`src/rtl/sps_defs.svh`:
```
// Constants of the stepper phase sequencer: state codes, drive bits and timing.
`ifndef SPS_DEFS_SVH
`define SPS_DEFS_SVH

// ------------------------------------------------------------
// Drive vector bit positions
// ------------------------------------------------------------
`define SPS_DRV_A 0
`define SPS_DRV_AB 1
`define SPS_DRV_B 2
`define SPS_DRV_BB 3
`define SPS_DRV_OFF 4'h0

// ------------------------------------------------------------
// Sequencer positions, one-hot, in forward order
// ------------------------------------------------------------
`define SPS_POS_0 8'h01
`define SPS_POS_1 8'h02
`define SPS_POS_2 8'h04
`define SPS_POS_3 8'h08
`define SPS_POS_4 8'h10
`define SPS_POS_5 8'h20
`define SPS_POS_6 8'h40
`define SPS_POS_7 8'h80
`define SPS_POS_SINGLE_MASK 8'haa
`define SPS_POS_RESET `SPS_POS_0

// ------------------------------------------------------------
// Timing
// ------------------------------------------------------------
`define SPS_MCLK_PERIOD_NS 25
`define SPS_CLEAR_MIN_NS 20000
`define SPS_CLEAR_MIN_CYC ((`SPS_CLEAR_MIN_NS + `SPS_MCLK_PERIOD_NS - 1) / `SPS_MCLK_PERIOD_NS)

`endif

```
`src/rtl/sps_pkg.sv`:
```
// Types of the stepper phase sequencer.
`include "sps_defs.svh"

package sps_pkg;

  typedef enum logic [7:0] {
    SPS_P0 = `SPS_POS_0,
    SPS_P1 = `SPS_POS_1,
    SPS_P2 = `SPS_POS_2,
    SPS_P3 = `SPS_POS_3,
    SPS_P4 = `SPS_POS_4,
    SPS_P5 = `SPS_POS_5,
    SPS_P6 = `SPS_POS_6,
    SPS_P7 = `SPS_POS_7
  } sps_pos_e;

  typedef logic [3:0] sps_drive_t;

endpackage : sps_pkg

```
`src/rtl/sps_sequencer.sv`:
```
// Phase sequencer of a unipolar two-phase stepping motor driver.
//
// How it works
// - The winding state advances once per rising step clock edge outside clear and holds at all other times outside clear.
// - Mode low selects full-step two-phase excitation, mode high selects half-step one-two phase.
// - While the active-low system clear pin is low the sequencer resets and all four outputs are off.
// - After a clear with the step clock low the state drives the first winding forward and second return.
// - Half-step leaves each winding undriven for a quarter more time, giving three quarters of full-step drive.
// - The excitation mode is sampled only at a step clock rising edge.
`include "sps_defs.svh"

module sps_sequencer #(
  parameter int SYNC_STAGES = 2
) (
  input wire logic mclk, // System clock, 40 MHz.
  input wire logic resetn, // Asynchronous active-low chip reset.
  input wire logic step_clk, // Step clock pin.
  input wire logic excite_mode, // Excitation mode pin.
  input wire logic direction_select, // Direction pin.
  input wire logic system_clear_n, // Active-low system clear pin.
  output logic phase_a, // First winding forward drive.
  output logic phase_ab, // First winding return drive.
  output logic phase_b, // Second winding forward drive.
  output logic phase_bb // Second winding return drive.
);
  import sps_pkg::*;

  // ------------------------------------------------------------
  // Elaboration check
  // ------------------------------------------------------------
  if (SYNC_STAGES < 2) begin : g_bad_sync
    $error("SYNC_STAGES must be at least two.");
  end

  // ------------------------------------------------------------
  // Functions
  // ------------------------------------------------------------
  // Winding drive for a position, forward order A+BB, A, A+B, B, B+AB, AB, AB+BB, BB.
  function automatic sps_drive_t drive_of(input sps_pos_e pos);
    sps_drive_t d;
    d = `SPS_DRV_OFF;
    case (pos)
      SPS_P0: begin
        d[`SPS_DRV_A] = 1'b1;
        d[`SPS_DRV_BB] = 1'b1;
      end
      SPS_P1: d[`SPS_DRV_A] = 1'b1;
      SPS_P2: begin
        d[`SPS_DRV_A] = 1'b1;
        d[`SPS_DRV_B] = 1'b1;
      end
      SPS_P3: d[`SPS_DRV_B] = 1'b1;
      SPS_P4: begin
        d[`SPS_DRV_B] = 1'b1;
        d[`SPS_DRV_AB] = 1'b1;
      end
      SPS_P5: d[`SPS_DRV_AB] = 1'b1;
      SPS_P6: begin
        d[`SPS_DRV_AB] = 1'b1;
        d[`SPS_DRV_BB] = 1'b1;
      end
      SPS_P7: d[`SPS_DRV_BB] = 1'b1;
      default: d = `SPS_DRV_OFF;
    endcase
    return d;
  endfunction : drive_of

  // Next position. Full-step moves two positions, or one from a single-phase
  // position so that a switch out of half-step lands on a two-phase state.
  function automatic sps_pos_e step_of(input sps_pos_e pos, input logic half, input logic rev);
    logic [7:0] p;
    logic one;
    p = pos;
    one = half | (|(p & `SPS_POS_SINGLE_MASK));
    case ({rev, one})
      2'b00: p = {p[5:0], p[7:6]};
      2'b01: p = {p[6:0], p[7]};
      2'b10: p = {p[1:0], p[7:2]};
      2'b11: p = {p[0], p[7:1]};
      default: p = `SPS_POS_RESET;
    endcase
    return sps_pos_e'(p);
  endfunction : step_of

  // ------------------------------------------------------------
  // Reset release
  // ------------------------------------------------------------
  logic [1:0] rst_sync_q;
  logic rst_n;

  always_ff @(posedge mclk or negedge resetn) begin
    if (!resetn) begin
      rst_sync_q <= 2'h0;
    end else begin
      rst_sync_q <= {rst_sync_q[0], 1'b1};
    end
  end

  assign rst_n = rst_sync_q[1];

  // ------------------------------------------------------------
  // Pin synchronisers
  // ------------------------------------------------------------
  logic [SYNC_STAGES-1:0] step_sync_q;
  logic [SYNC_STAGES-1:0] mode_sync_q;
  logic [SYNC_STAGES-1:0] dir_sync_q;
  logic [SYNC_STAGES-1:0] clr_sync_q;
  logic step_prev_q;
  logic step_s;
  logic mode_s;
  logic dir_s;
  logic clr_s;
  logic step_edge;

  // The clear pin resets its stage to low so the block starts cleared.
  always_ff @(posedge mclk or negedge rst_n) begin
    if (!rst_n) begin
      step_sync_q <= '0;
      mode_sync_q <= '0;
      dir_sync_q <= '0;
      clr_sync_q <= '0;
    end else begin
      step_sync_q <= {step_sync_q[SYNC_STAGES-2:0], step_clk};
      mode_sync_q <= {mode_sync_q[SYNC_STAGES-2:0], excite_mode};
      dir_sync_q <= {dir_sync_q[SYNC_STAGES-2:0], direction_select};
      clr_sync_q <= {clr_sync_q[SYNC_STAGES-2:0], system_clear_n};
    end
  end

  assign step_s = step_sync_q[SYNC_STAGES-1];
  assign mode_s = mode_sync_q[SYNC_STAGES-1];
  assign dir_s = dir_sync_q[SYNC_STAGES-1];
  assign clr_s = clr_sync_q[SYNC_STAGES-1];

  // Previous step level starts high, yet the step stage resets low, so a clock already high at reset still gives an edge.
  always_ff @(posedge mclk or negedge rst_n) begin
    if (!rst_n) begin
      step_prev_q <= 1'b1;
    end else begin
      step_prev_q <= step_s;
    end
  end

  assign step_edge = step_s & ~step_prev_q;

  // ------------------------------------------------------------
  // Position state
  // ------------------------------------------------------------
  sps_pos_e pos_q;
  sps_pos_e pos_d;

  always_comb begin
    pos_d = pos_q;
    if (!clr_s) begin
      pos_d = sps_pos_e'(`SPS_POS_RESET);
    end else if (step_edge) begin
      pos_d = step_of(pos_q, mode_s, dir_s);
    end
  end

  always_ff @(posedge mclk or negedge rst_n) begin
    if (!rst_n) begin
      pos_q <= SPS_P0;
    end else begin
      pos_q <= pos_d;
    end
  end

  // ------------------------------------------------------------
  // Winding outputs
  // ------------------------------------------------------------
  sps_drive_t drive_d;

  always_comb begin
    drive_d = `SPS_DRV_OFF;
    if (clr_s) begin
      drive_d = drive_of(pos_d);
    end
  end

  // Outputs are cut off during clear.
  always_ff @(posedge mclk or negedge rst_n) begin
    if (!rst_n) begin
      phase_a <= 1'b0;
      phase_ab <= 1'b0;
      phase_b <= 1'b0;
      phase_bb <= 1'b0;
    end else begin
      phase_a <= drive_d[`SPS_DRV_A];
      phase_ab <= drive_d[`SPS_DRV_AB];
      phase_b <= drive_d[`SPS_DRV_B];
      phase_bb <= drive_d[`SPS_DRV_BB];
    end
  end

  // ------------------------------------------------------------
  // Assertions
  // ------------------------------------------------------------
  logic [3:0] out_vec;
  assign out_vec = {phase_bb, phase_b, phase_ab, phase_a};
endmodule : sps_sequencer

```
`config.mk`:
```
export PLATFORM = sky130hd
export DESIGN_NAME = sps_sequencer
export DESIGN_NICKNAME = d
export VERILOG_FILES = /design/src/rtl/sps_pkg.sv /design/src/rtl/sps_sequencer.sv
export VERILOG_INCLUDE_DIRS = /design/src /design/src/rtl
export SDC_FILE = /design/constraint.sdc
export NUM_CORES = 1
export LEC_CHECK = 0
export BUFFER_PORTS_ARGS = -buffer_cell sky130_fd_sc_hd__buf_4
export CAP_MARGIN = 20
export CELL_PAD_IN_SITES_DETAIL_PLACEMENT = 2
export CELL_PAD_IN_SITES_GLOBAL_PLACEMENT = 2
export CORE_MARGIN = 3
export CORE_UTILIZATION = 40
export CTS_BUF_LIST = sky130_fd_sc_hd__clkbuf_4 sky130_fd_sc_hd__clkbuf_8
export CTS_CLUSTER_DIAMETER = 60
export DETAILED_ROUTE_END_ITERATION = 8
export GPL_TIMING_DRIVEN = 0
export PLACE_DENSITY = 0.82
export SLEW_MARGIN = 0
export SYNTH_ARGS = -nofsm -noshare
export SYNTH_HDL_FRONTEND = slang
export SYNTH_SLANG_ARGS = --single-unit
export TNS_END_PERCENT = 20
```
`constraint.sdc`:
```
create_clock -name mclk -period 1.65 [get_ports mclk]
set_input_delay 0.165 -clock mclk [delete_from_list [all_inputs] [get_ports mclk]]
set_output_delay 0.165 -clock mclk [all_outputs]
set_load 0.02 [all_outputs]
```
* Word level (Yosys, flattened, before mapping)
Index checks and enable logic that the tools add are counted.
W data, S select, Z words.
** Word-level totals
- Register bits after elaboration :: 23
- Input bits :: 6
- Word-level logic and storage cells :: 39
** Operators by class
- Equal/unequal tests :: 11
- Multiplexer cells :: 8
- Bitwise gates (word level) :: 3
- Reduce and logical (&&, ||, !) cells :: 6
** Operators by type and width (number)
- $pmux W8 S4 :: 1
- $mux W8 :: 2
- $reduce_or A3 Y1 :: 4
- $eq A8 B1 Y1 const B :: 1
- $eq A8 B2 Y1 const B :: 1
- $eq A8 B3 Y1 const B :: 1
- $eq A8 B4 Y1 const B :: 1
- $eq A8 B5 Y1 const B :: 1
- $eq A8 B6 Y1 const B :: 1
- $eq A8 B7 Y1 const B :: 1
- $eq A8 B8 Y1 const B :: 1
- $eq A2 B2 Y1 const B :: 2
- $mux W1 :: 4
- $mux W4 :: 1
- $reduce_or A4 Y1 :: 1
- $eq A2 B1 Y1 const B :: 1
- $logic_not A2 Y1 :: 1
- $and A1 B1 Y1 :: 1
- $not A1 Y1 :: 1
- $or A1 B1 Y1 :: 1

* Logic depth before layout (Yosys ltp)
Gate-level depths: netlist of the first run.
- Word-level depth :: 10
- Gate-level depth with buffers :: 7

* Worst setup path before layout of the first run
No wires, ideal clock.
- Kind :: reg-to-reg
- Start :: register pos_q[1]
- End :: register phase_ab
- Library setup time :: 80 ps
- Data arrival time :: 2001 ps
- Required time :: 1570 ps
- Path slack :: -431 ps
- Stages on the path, launching flop included :: 7
- Path buffers :: 0
- Path through :: dfrtp_1 > or4_4 > o211a_1 > o31ai_4 > nand2_2 > mux2_4 > nor3_2
** Between the ends
- Longest elaborated chain between the ends :: 10
- Elaborated cells on any way between the ends :: 15
- Those cells by class :: 6 x eq/ne; 5 x mux; 1 x bitwise; 3 x reduce/logical
** RTL lines
- start, declared :: RTL line sps_sequencer.sv:149 : sps_pos_e pos_q;
- start signal, assigned :: RTL line sps_sequencer.sv:165 : pos_q <= pos_d;
- $reduce_or A4 Y1 :: RTL line sps_sequencer.sv:74 : one = half | (|(p & `SPS_POS_SINGLE_MASK));
- $or A1 B1 Y1 :: RTL line sps_sequencer.sv:74
- $eq A2 B2 Y1 (tied with other cells) :: RTL line sps_sequencer.sv:75 : case ({rev, one})
- $pmux W8 S4 :: RTL line sps_sequencer.sv:75
- $mux W8 * :: RTL line sps_sequencer.sv:156 : end else if (step_edge) begin
- $mux W8 * :: RTL line sps_sequencer.sv:154 : if (!clr_s) begin
- $eq A8 B7 Y1 (tied with other cells) :: RTL line sps_sequencer.sv:42 : case (pos)
- $reduce_or A3 Y1 (no line) *
- $mux W1 * :: RTL line sps_sequencer.sv:42
- $mux W4 * :: RTL line sps_sequencer.sv:176 : if (clr_s) begin
- net drive_d[1] :: RTL line sps_sequencer.sv:172 : sps_drive_t drive_d;
- end signal, assigned :: RTL line sps_sequencer.sv:190 : phase_ab <= drive_d[`SPS_DRV_AB];
- end, declared :: RTL line sps_sequencer.sv:22 : output logic phase_ab,
The timed path passes the listed nets; every way through them passes the cells marked *.

* Worst setup path after layout of the first run
- Start :: register pos_q[3]
- End :: register phase_ab
Same word-level chain as after synthesis.

==> impl_metrics.json, run 1 <==
{
  "syn_avg_cell_area_um2": 11.6,
  "numCtsBuffers": 3,
  "async_reset_ff_share_pct": 100,
  "first_iter_violations": 43,
  "nets": 130,
  "synth_nets": 104,
  "synth_edf_count": 0,
  "coreArea_um2": 2590,
  "setup_viol": 8,
  "die_h_um": 59.3,
  "die_x_um": 59.3,
  "yosys.area.top_type": "dfrtp_1",
  "cts_max_path_buffers": 2,
  "antenna_found_initial": 0,
  "finalClockSkew_ns": 0.00743,
  "crit_arrival_ns": 2.54,
  "crit_required_ns": 1.90,
  "cts_sinks": 23,
  "hpwl_um": 2060,
  "areaGrowthSynthToFinish_pct": 30.2,
  "synth_commonest_cells": "dfrtp_1, mux2i_1, nor2_1",
  "first_pass_iters": 4,
  "hold_violations": 0,
  "grt-ovfl-total": 0,
  "crit_path_end_kind": "register",
  "grt_setup_unrepaired": "true",
  "grtUsageTotal_pct": 22.3,
  "n_antenna_cell": 0,
  "failed_checks": "setup timing",
  "synth-seq-cells": 23,
  "synth_area_leaders": "dfrtp_1, mux2i_1, dfstp_2",
  "synth_area_um2": 1140,
  "die_area_um2": 3520,
  "cts_root_buf": "clkbuf_4",
  "synth_warnings": 0,
  "dp.cells": 137,
  "p_per_area_nw_per_um2": 766,
  "cts_tree": "yes",
  "num_rows": 18,
  "maxCapViolations": 0,
  "synth_ff_type": "dfrtp_1",
  "startpoint_type": "register",
  "fmax_mhz": 435,
  "path_clk_slew_ns": 0.13,
  "total_power_w": 0.00113,
  "worstMarginPinSlew_ns": 0.822,
  "htree_levels": 1,
  "p_leak_nw": 0.636,
  "yosysMostFrequentCell": "dfrtp_1",
  "post-route-period-util_pct": 139,
  "start_util_pct": 43.9,
  "synth_top_area_share_pct": 46.3,
  "worstSetupPathType": "reg2reg",
  "viasPerCell": 5.93,
  "hold_class": "in2async",
  "drive_above_1_share_pct": 41.5,
  "outcome": "complete, but fails checks",
  "relSlewSlack_pct": 45.2,
  "io_buffers": 9,
  "peakVddDrop_mv": 0.706,
  "min_period_ns": 2.30,
  "drv_slew": 0,
  "grt_pass1_wl_um": 5600,
  "ys_types": 39,
  "wire_per_inst_um": 23.9,
  "fin_cells": 153,
  "drc": 0,
  "grt_pass1_vias": 1016,
  "ioPinCount": 10,
  "gp_congestion": 0.786,
  "ys_seq_area_share_pct": 50.9,
  "worst_slack_ns": -0.647,
  "vias": 908,
  "cp_max_fo": 4,
  "syn_inst": 98,
  "grt_max_degree": 22,
  "clock_latency_ns": 0.32,
  "routed_wl_um": 3650,
  "final_antenna_net_count": 0
}
==> cell type report <==
cell class | instances | area [µm²]
fill | 269 | 1110
multi-input combinational | 68 | 602
sequential | 23 | 582
timing repair buffer | 21 | 186
tap | 30 | 37.5
buffer | 3 | 26.3
clock buffer | 3 | 22.5
inverter | 4 | 15.0
clock inverter | 1 | 7.51
==> final timing paths <==
kind | start | endpoint | slack [ns] | depth (start not counted)
worst max register to register | pos_q[3]$_DFF_PN0_ | phase_ab$_DFF_PN0_ | -0.65 | 6
min in group mclk | step_sync_q[0]$_DFF_PN0_ | step_sync_q[1]$_DFF_PN0_ | 0.37 | 0
worst min-delay path | resetn | rst_sync_q[0]$_DFF_PN0_ | 0.15 | 2
worst max-delay path | pos_q[3]$_DFF_PN0_ | phase_ab$_DFF_PN0_ | -0.65 | 6
worst min register to register | rst_sync_q[1]$_DFF_PN0_ | step_sync_q[1]$_DFF_PN0_ | 0.35 | 0
max in group asynchronous | rst_sync_q[1]$_DFF_PN0_ | mode_sync_q[1]$_DFF_PN0_ | 0.74 | 0
==> worst max-delay path: stages, from the launching register on <==
cell and delay (ns):
dfrtp_2 0.48, or4_4 0.55, o211a_1 0.25, o31ai_4 0.38, nand2_2 0.14, mux2_4 0.32, nor3_2 0.10
==> stage by stage <==
| step | TNS [ns] | worst slack, ns | hold slack (ns) | util, % | area [µm²] |
|---|---|---|---|---|---|
| after global routing | -3.70 | -0.709 | 0.121 | 57.1 | 1480 |
| after floorplan | -1.24 | -0.347 | -0.131 | - | 1140 |
| after global placement | -3.09 | -0.641 | -0.0520 | 48.1 | 1240 |
| final | -2.91 | -0.647 | 0.147 | 57.1 | 1480 |
| after detailed placement | -4.20 | -0.782 | -0.0506 | 48.1 | 1240 |
| after CTS | -2.44 | -0.604 | 0.141 | 54.3 | 1410 |
==> where the power goes <==
part           switching [W]  internal [W]  total, W
Clock               0.000179     0.0000926  0.000272
Combinational       0.000121      0.000108  0.000230
Sequential         0.0000374      0.000595  0.000632
Total               0.000338      0.000795   0.00113
==> cell families after synthesis <==
family | count (synthesis) | synth area share [%]
xor+xnor | 4 | 3.08
buf+inv | 7 | 3.30
flops | 23 | 50.9
other cells | 1 | 0.330
mux | 9 | 8.59
simple gates | 33 | 18.5
compound gates | 21 | 15.3
==> layer usage <==
metal | track usage [%] | share of wire [%]
met5 | 0 | 0
met4 | 6.80 | 1.0
met3 | 1.96 | 1.7
met2 | 37.4 | 52
met1 | 30.4 | 45
==> what timing repair did <==
| item | 4_1_cts | 5_1_grt |
|---|---|---|
| setup buffers | 1 | 6 |
| endpoints found under the setup margin | 12 | 9 |
| hold buffers | 5 | 0 |
| endpoints found under the hold margin | 6 | 0 |
| gates resized for setup | 14 | 6 |
| pin swaps | 1 | 5 |
==> registers in the layout, summed over array words and instances, names as in the netlist <==
name / cells
pos_q: 8
clr_sync_q: 2
dir_sync_q: 2
mode_sync_q: 2
rst_sync_q: 2
step_sync_q: 2
phase_a: 1
phase_ab: 1
phase_b: 1
phase_bb: 1
step_prev_q: 1
==> layout by cell type, fill, tap and decap left out, types with 2 or more instances in the layout <==
| master | synthesis | routed |
|---|---|---|
| nor4_1 | 3 | 2 |
| o31ai_4 | 1 | 3 |
| a31oi_1 | 2 | 2 |
| xor2_1 | 3 | 3 |
| mux2_4 | 1 | 2 |
| inv_1 | 4 | 3 |
| dfstp_2 | 2 | 2 |
| clkbuf_4 | 0 | 4 |
| buf_4 | 1 | 15 |
| dlygate4sd3_1 | 0 | 5 |
| nand2b_1 | 4 | 4 |
| nand2_1 | 5 | 5 |
| nand3_1 | 2 | 2 |
| a21oi_1 | 5 | 2 |
| buf_6 | 1 | 2 |
| a211o_1 | 3 | 3 |
| dfrtp_1 | 21 | 18 |
| nor3_1 | 2 | 2 |
| dfrtp_2 | 0 | 3 |
| a21oi_2 | 0 | 3 |
| mux2i_1 | 6 | 6 |
| nor2_1 | 6 | 5 |
Note: power is estimated with default switching activity, not from simulation.
==> run 2, diff against run 1 <==
==> constraint.sdc (replaced) <==
create_clock -name mclk -period 1.65 [get_ports mclk]
set_input_delay 0.4125 -clock mclk [delete_from_list [all_inputs] [get_ports mclk]]
set_output_delay 0.4125 -clock mclk [all_outputs]
set_load 0.02 [all_outputs]
==> run 2 against run 1 <==
  * The run still ends with setup timing left
  * Combinational power is 3% lower
  * Clock skew fell by 0.0058 ns
  * Flip-flop and latch count unchanged
  * Largest power group unchanged
  * Setup slack improved by 0.043 ns
  * Global-route usage down 2.6 points
  * First-iteration DRC count decreased by 33%
  * Critical path depth down 1
==> impl_metrics.json, run 2 (synthesized netlist as in run 1, its figures left out) <==
{
  "path_clk_slew_ns": 0.14,
  "drive_above_1_share_pct": 44.2,
  "routed_wl_um": 3320,
  "antenna_found_initial": 0,
  "cts_max_path_buffers": 2,
  "crit_path_end_kind": "register",
  "drc": 0,
  "fin_util_pct": 55.8,
  "largest_reg_flops": 8,
  "worstMarginPinSlew_ns": 0.881,
  "hpwl_um": 2060,
  "die_h_um": 59.3,
  "numCtsBuffers": 3,
  "hold_violations": 0,
  "num_rows": 18,
  "start_util_pct": 43.9,
  "grt_pass1_vias": 941,
  "n_antenna_cell": 0,
  "grt_pass1_wl_um": 5050,
  "grt_setup_unrepaired": "true",
  "worstReg2RegStart": "pos_q[3]$_DFF_PN0_",
  "outcome": "complete, but fails checks",
  "fmax_mhz": 444,
  "dp.cells": 137,
  "grt-ovfl-total": 0,
  "p_leak_nw": 0.624,
  "drv_slew": 0,
  "cts_tree": "yes",
  "cpPeakStageDelay_ns": 0.54,
  "post-route-period-util_pct": 137,
  "finalSetupTns_ns": -2.73,
  "die_area_um2": 3520,
  "cp_max_fo": 4,
  "io_buffers": 9,
  "finalClockSkew_ns": 0.00161,
  "crit_required_ns": 1.88,
  "maxCapViolations": 0,
  "hold_class": "in2reg",
  "viasPerCell": 5.86,
  "peakVddDrop_mv": 0.502,
  "cp_cell_sequence": "or4_4, o211a_1, o31ai_4, mux2_4, nor4_2",
  "gp_congestion": 0.786,
  "fin_cells": 150,
  "first_iter_violations": 29,
  "vias": 879,
  "min_from": "direction_select",
  "final_antenna_net_count": 0,
  "failed_checks": "setup timing",
  "clock_latency_ns": 0.31,
  "startpoint": "pos_q[3]$_DFF_PN0_",
  "grtUsageTotal_pct": 19.7,
  "first_pass_iters": 4,
  "cts_sinks": 23,
  "final_common_cell": "dfrtp_1",
  "crit_slowest_cell": "or4_4",
  "relSlewSlack_pct": 41.3,
  "cts_root_buf": "clkbuf_4",
  "ioPinCount": 10,
  "layout_common_cells": "dfrtp_1, buf_4, mux2i_1, nand2_1, nor2_1",
  "areaGrowthSynthToFinish_pct": 27.2,
  "dp_slack_ns": -0.782,
  "worst_slack_ns": -0.605,
  "min_period_ns": 2.25,
  "top_register": "pos_q",
  "crit_arrival_ns": 2.49,
  "startpoint_type": "register",
  "wire_per_inst_um": 22.1,
  "p_per_area_nw_per_um2": 783,
  "die_x_um": 59.3,
  "nets": 127,
  "grt_max_degree": 22,
  "worstSetupPathType": "reg2reg",
  "coreArea_um2": 2590,
  "total_power_w": 0.00113,
  "htree_levels": 1,
  "setup_viol": 7,
  "fillers": 247
}
-- run 2: changes by cell type in the layout (fill, tap and decap cells not counted), sizes merged --
cell / previous run / this run
dlygate4sd3: 5 / 1
buf: 18 / 19
-- run 2: worst max-delay path, delay by kind of cell (launching register included) --
family          cells  cell delay (ns)
simple gates        2             0.75
mux                 1             0.34
compound gates      2             0.62
flops               1             0.46
-- run 2: final timing paths --
path	end	cells past startpoint	slack, ns
worst max register to register	phase_bb$_DFF_PN0_	5	-0.60
max in group asynchronous	pos_q[3]$_DFF_PN0_	0	0.68
worst max-delay path	phase_bb$_DFF_PN0_	5	-0.60
worst min-delay path	dir_sync_q[0]$_DFF_PN0_	1	0.19
min in group asynchronous	step_sync_q[1]$_DFF_PN0_	0	0.37
worst min register to register	step_sync_q[1]$_DFF_PN0_	0	0.37
-- run 2: power by group --
part / switching (W) / internal [W]
Combinational: 0.000119 / 0.000103
Clock: 0.000187 / 0.0000924
Sequential: 0.0000354 / 0.000595
-- run 2: stage by stage --
step                cell area [µm²]  hold slack [ns]
finish                         1450            0.191
global route                   1450            0.164
CTS                            1370            0.191
detailed placement             1240            0.197
global placement               1240            0.195
floorplan                      1140            0.117
-- run 2: area by class of cell --
| class | count | area, µm² | share of cell area (%) |
|---|---|---|---|
| Buffer | 3 | 26.3 | 1.82 |
| Clock buffer | 3 | 22.5 | 1.56 |
| Clock inverter | 1 | 7.51 | 0.519 |
| Inverter | 4 | 15.0 | 1.04 |
| Multi-Input combinational cell | 68 | 613 | 42.4 |
| Sequential cell | 23 | 582 | 40.3 |
| Tap cell | 30 | 37.5 | 2.60 |
| Timing Repair Buffer | 18 | 141 | 9.78 |
-- run 2: repair_timing --
item                                    in CTS  in global routing
hold buffers                                 1                  0
pin swaps                                    1                  9
endpoints found under the setup margin      12                  8
hold endpoints to repair                     2                  0
gates resized for setup                     14                  8
setup buffers                                1                  7
-- run 2: per-layer routing --
layer / wire length [µm] / track usage (%) / vias up
li1: - / - / 404
met1: 1560 / 27.9 / 467
met2: 1690 / 32.8 / 6
met3: 34 / 1.53 / 2
met4: 29 / 4.85 / 0
met5: 0 / 0 / -
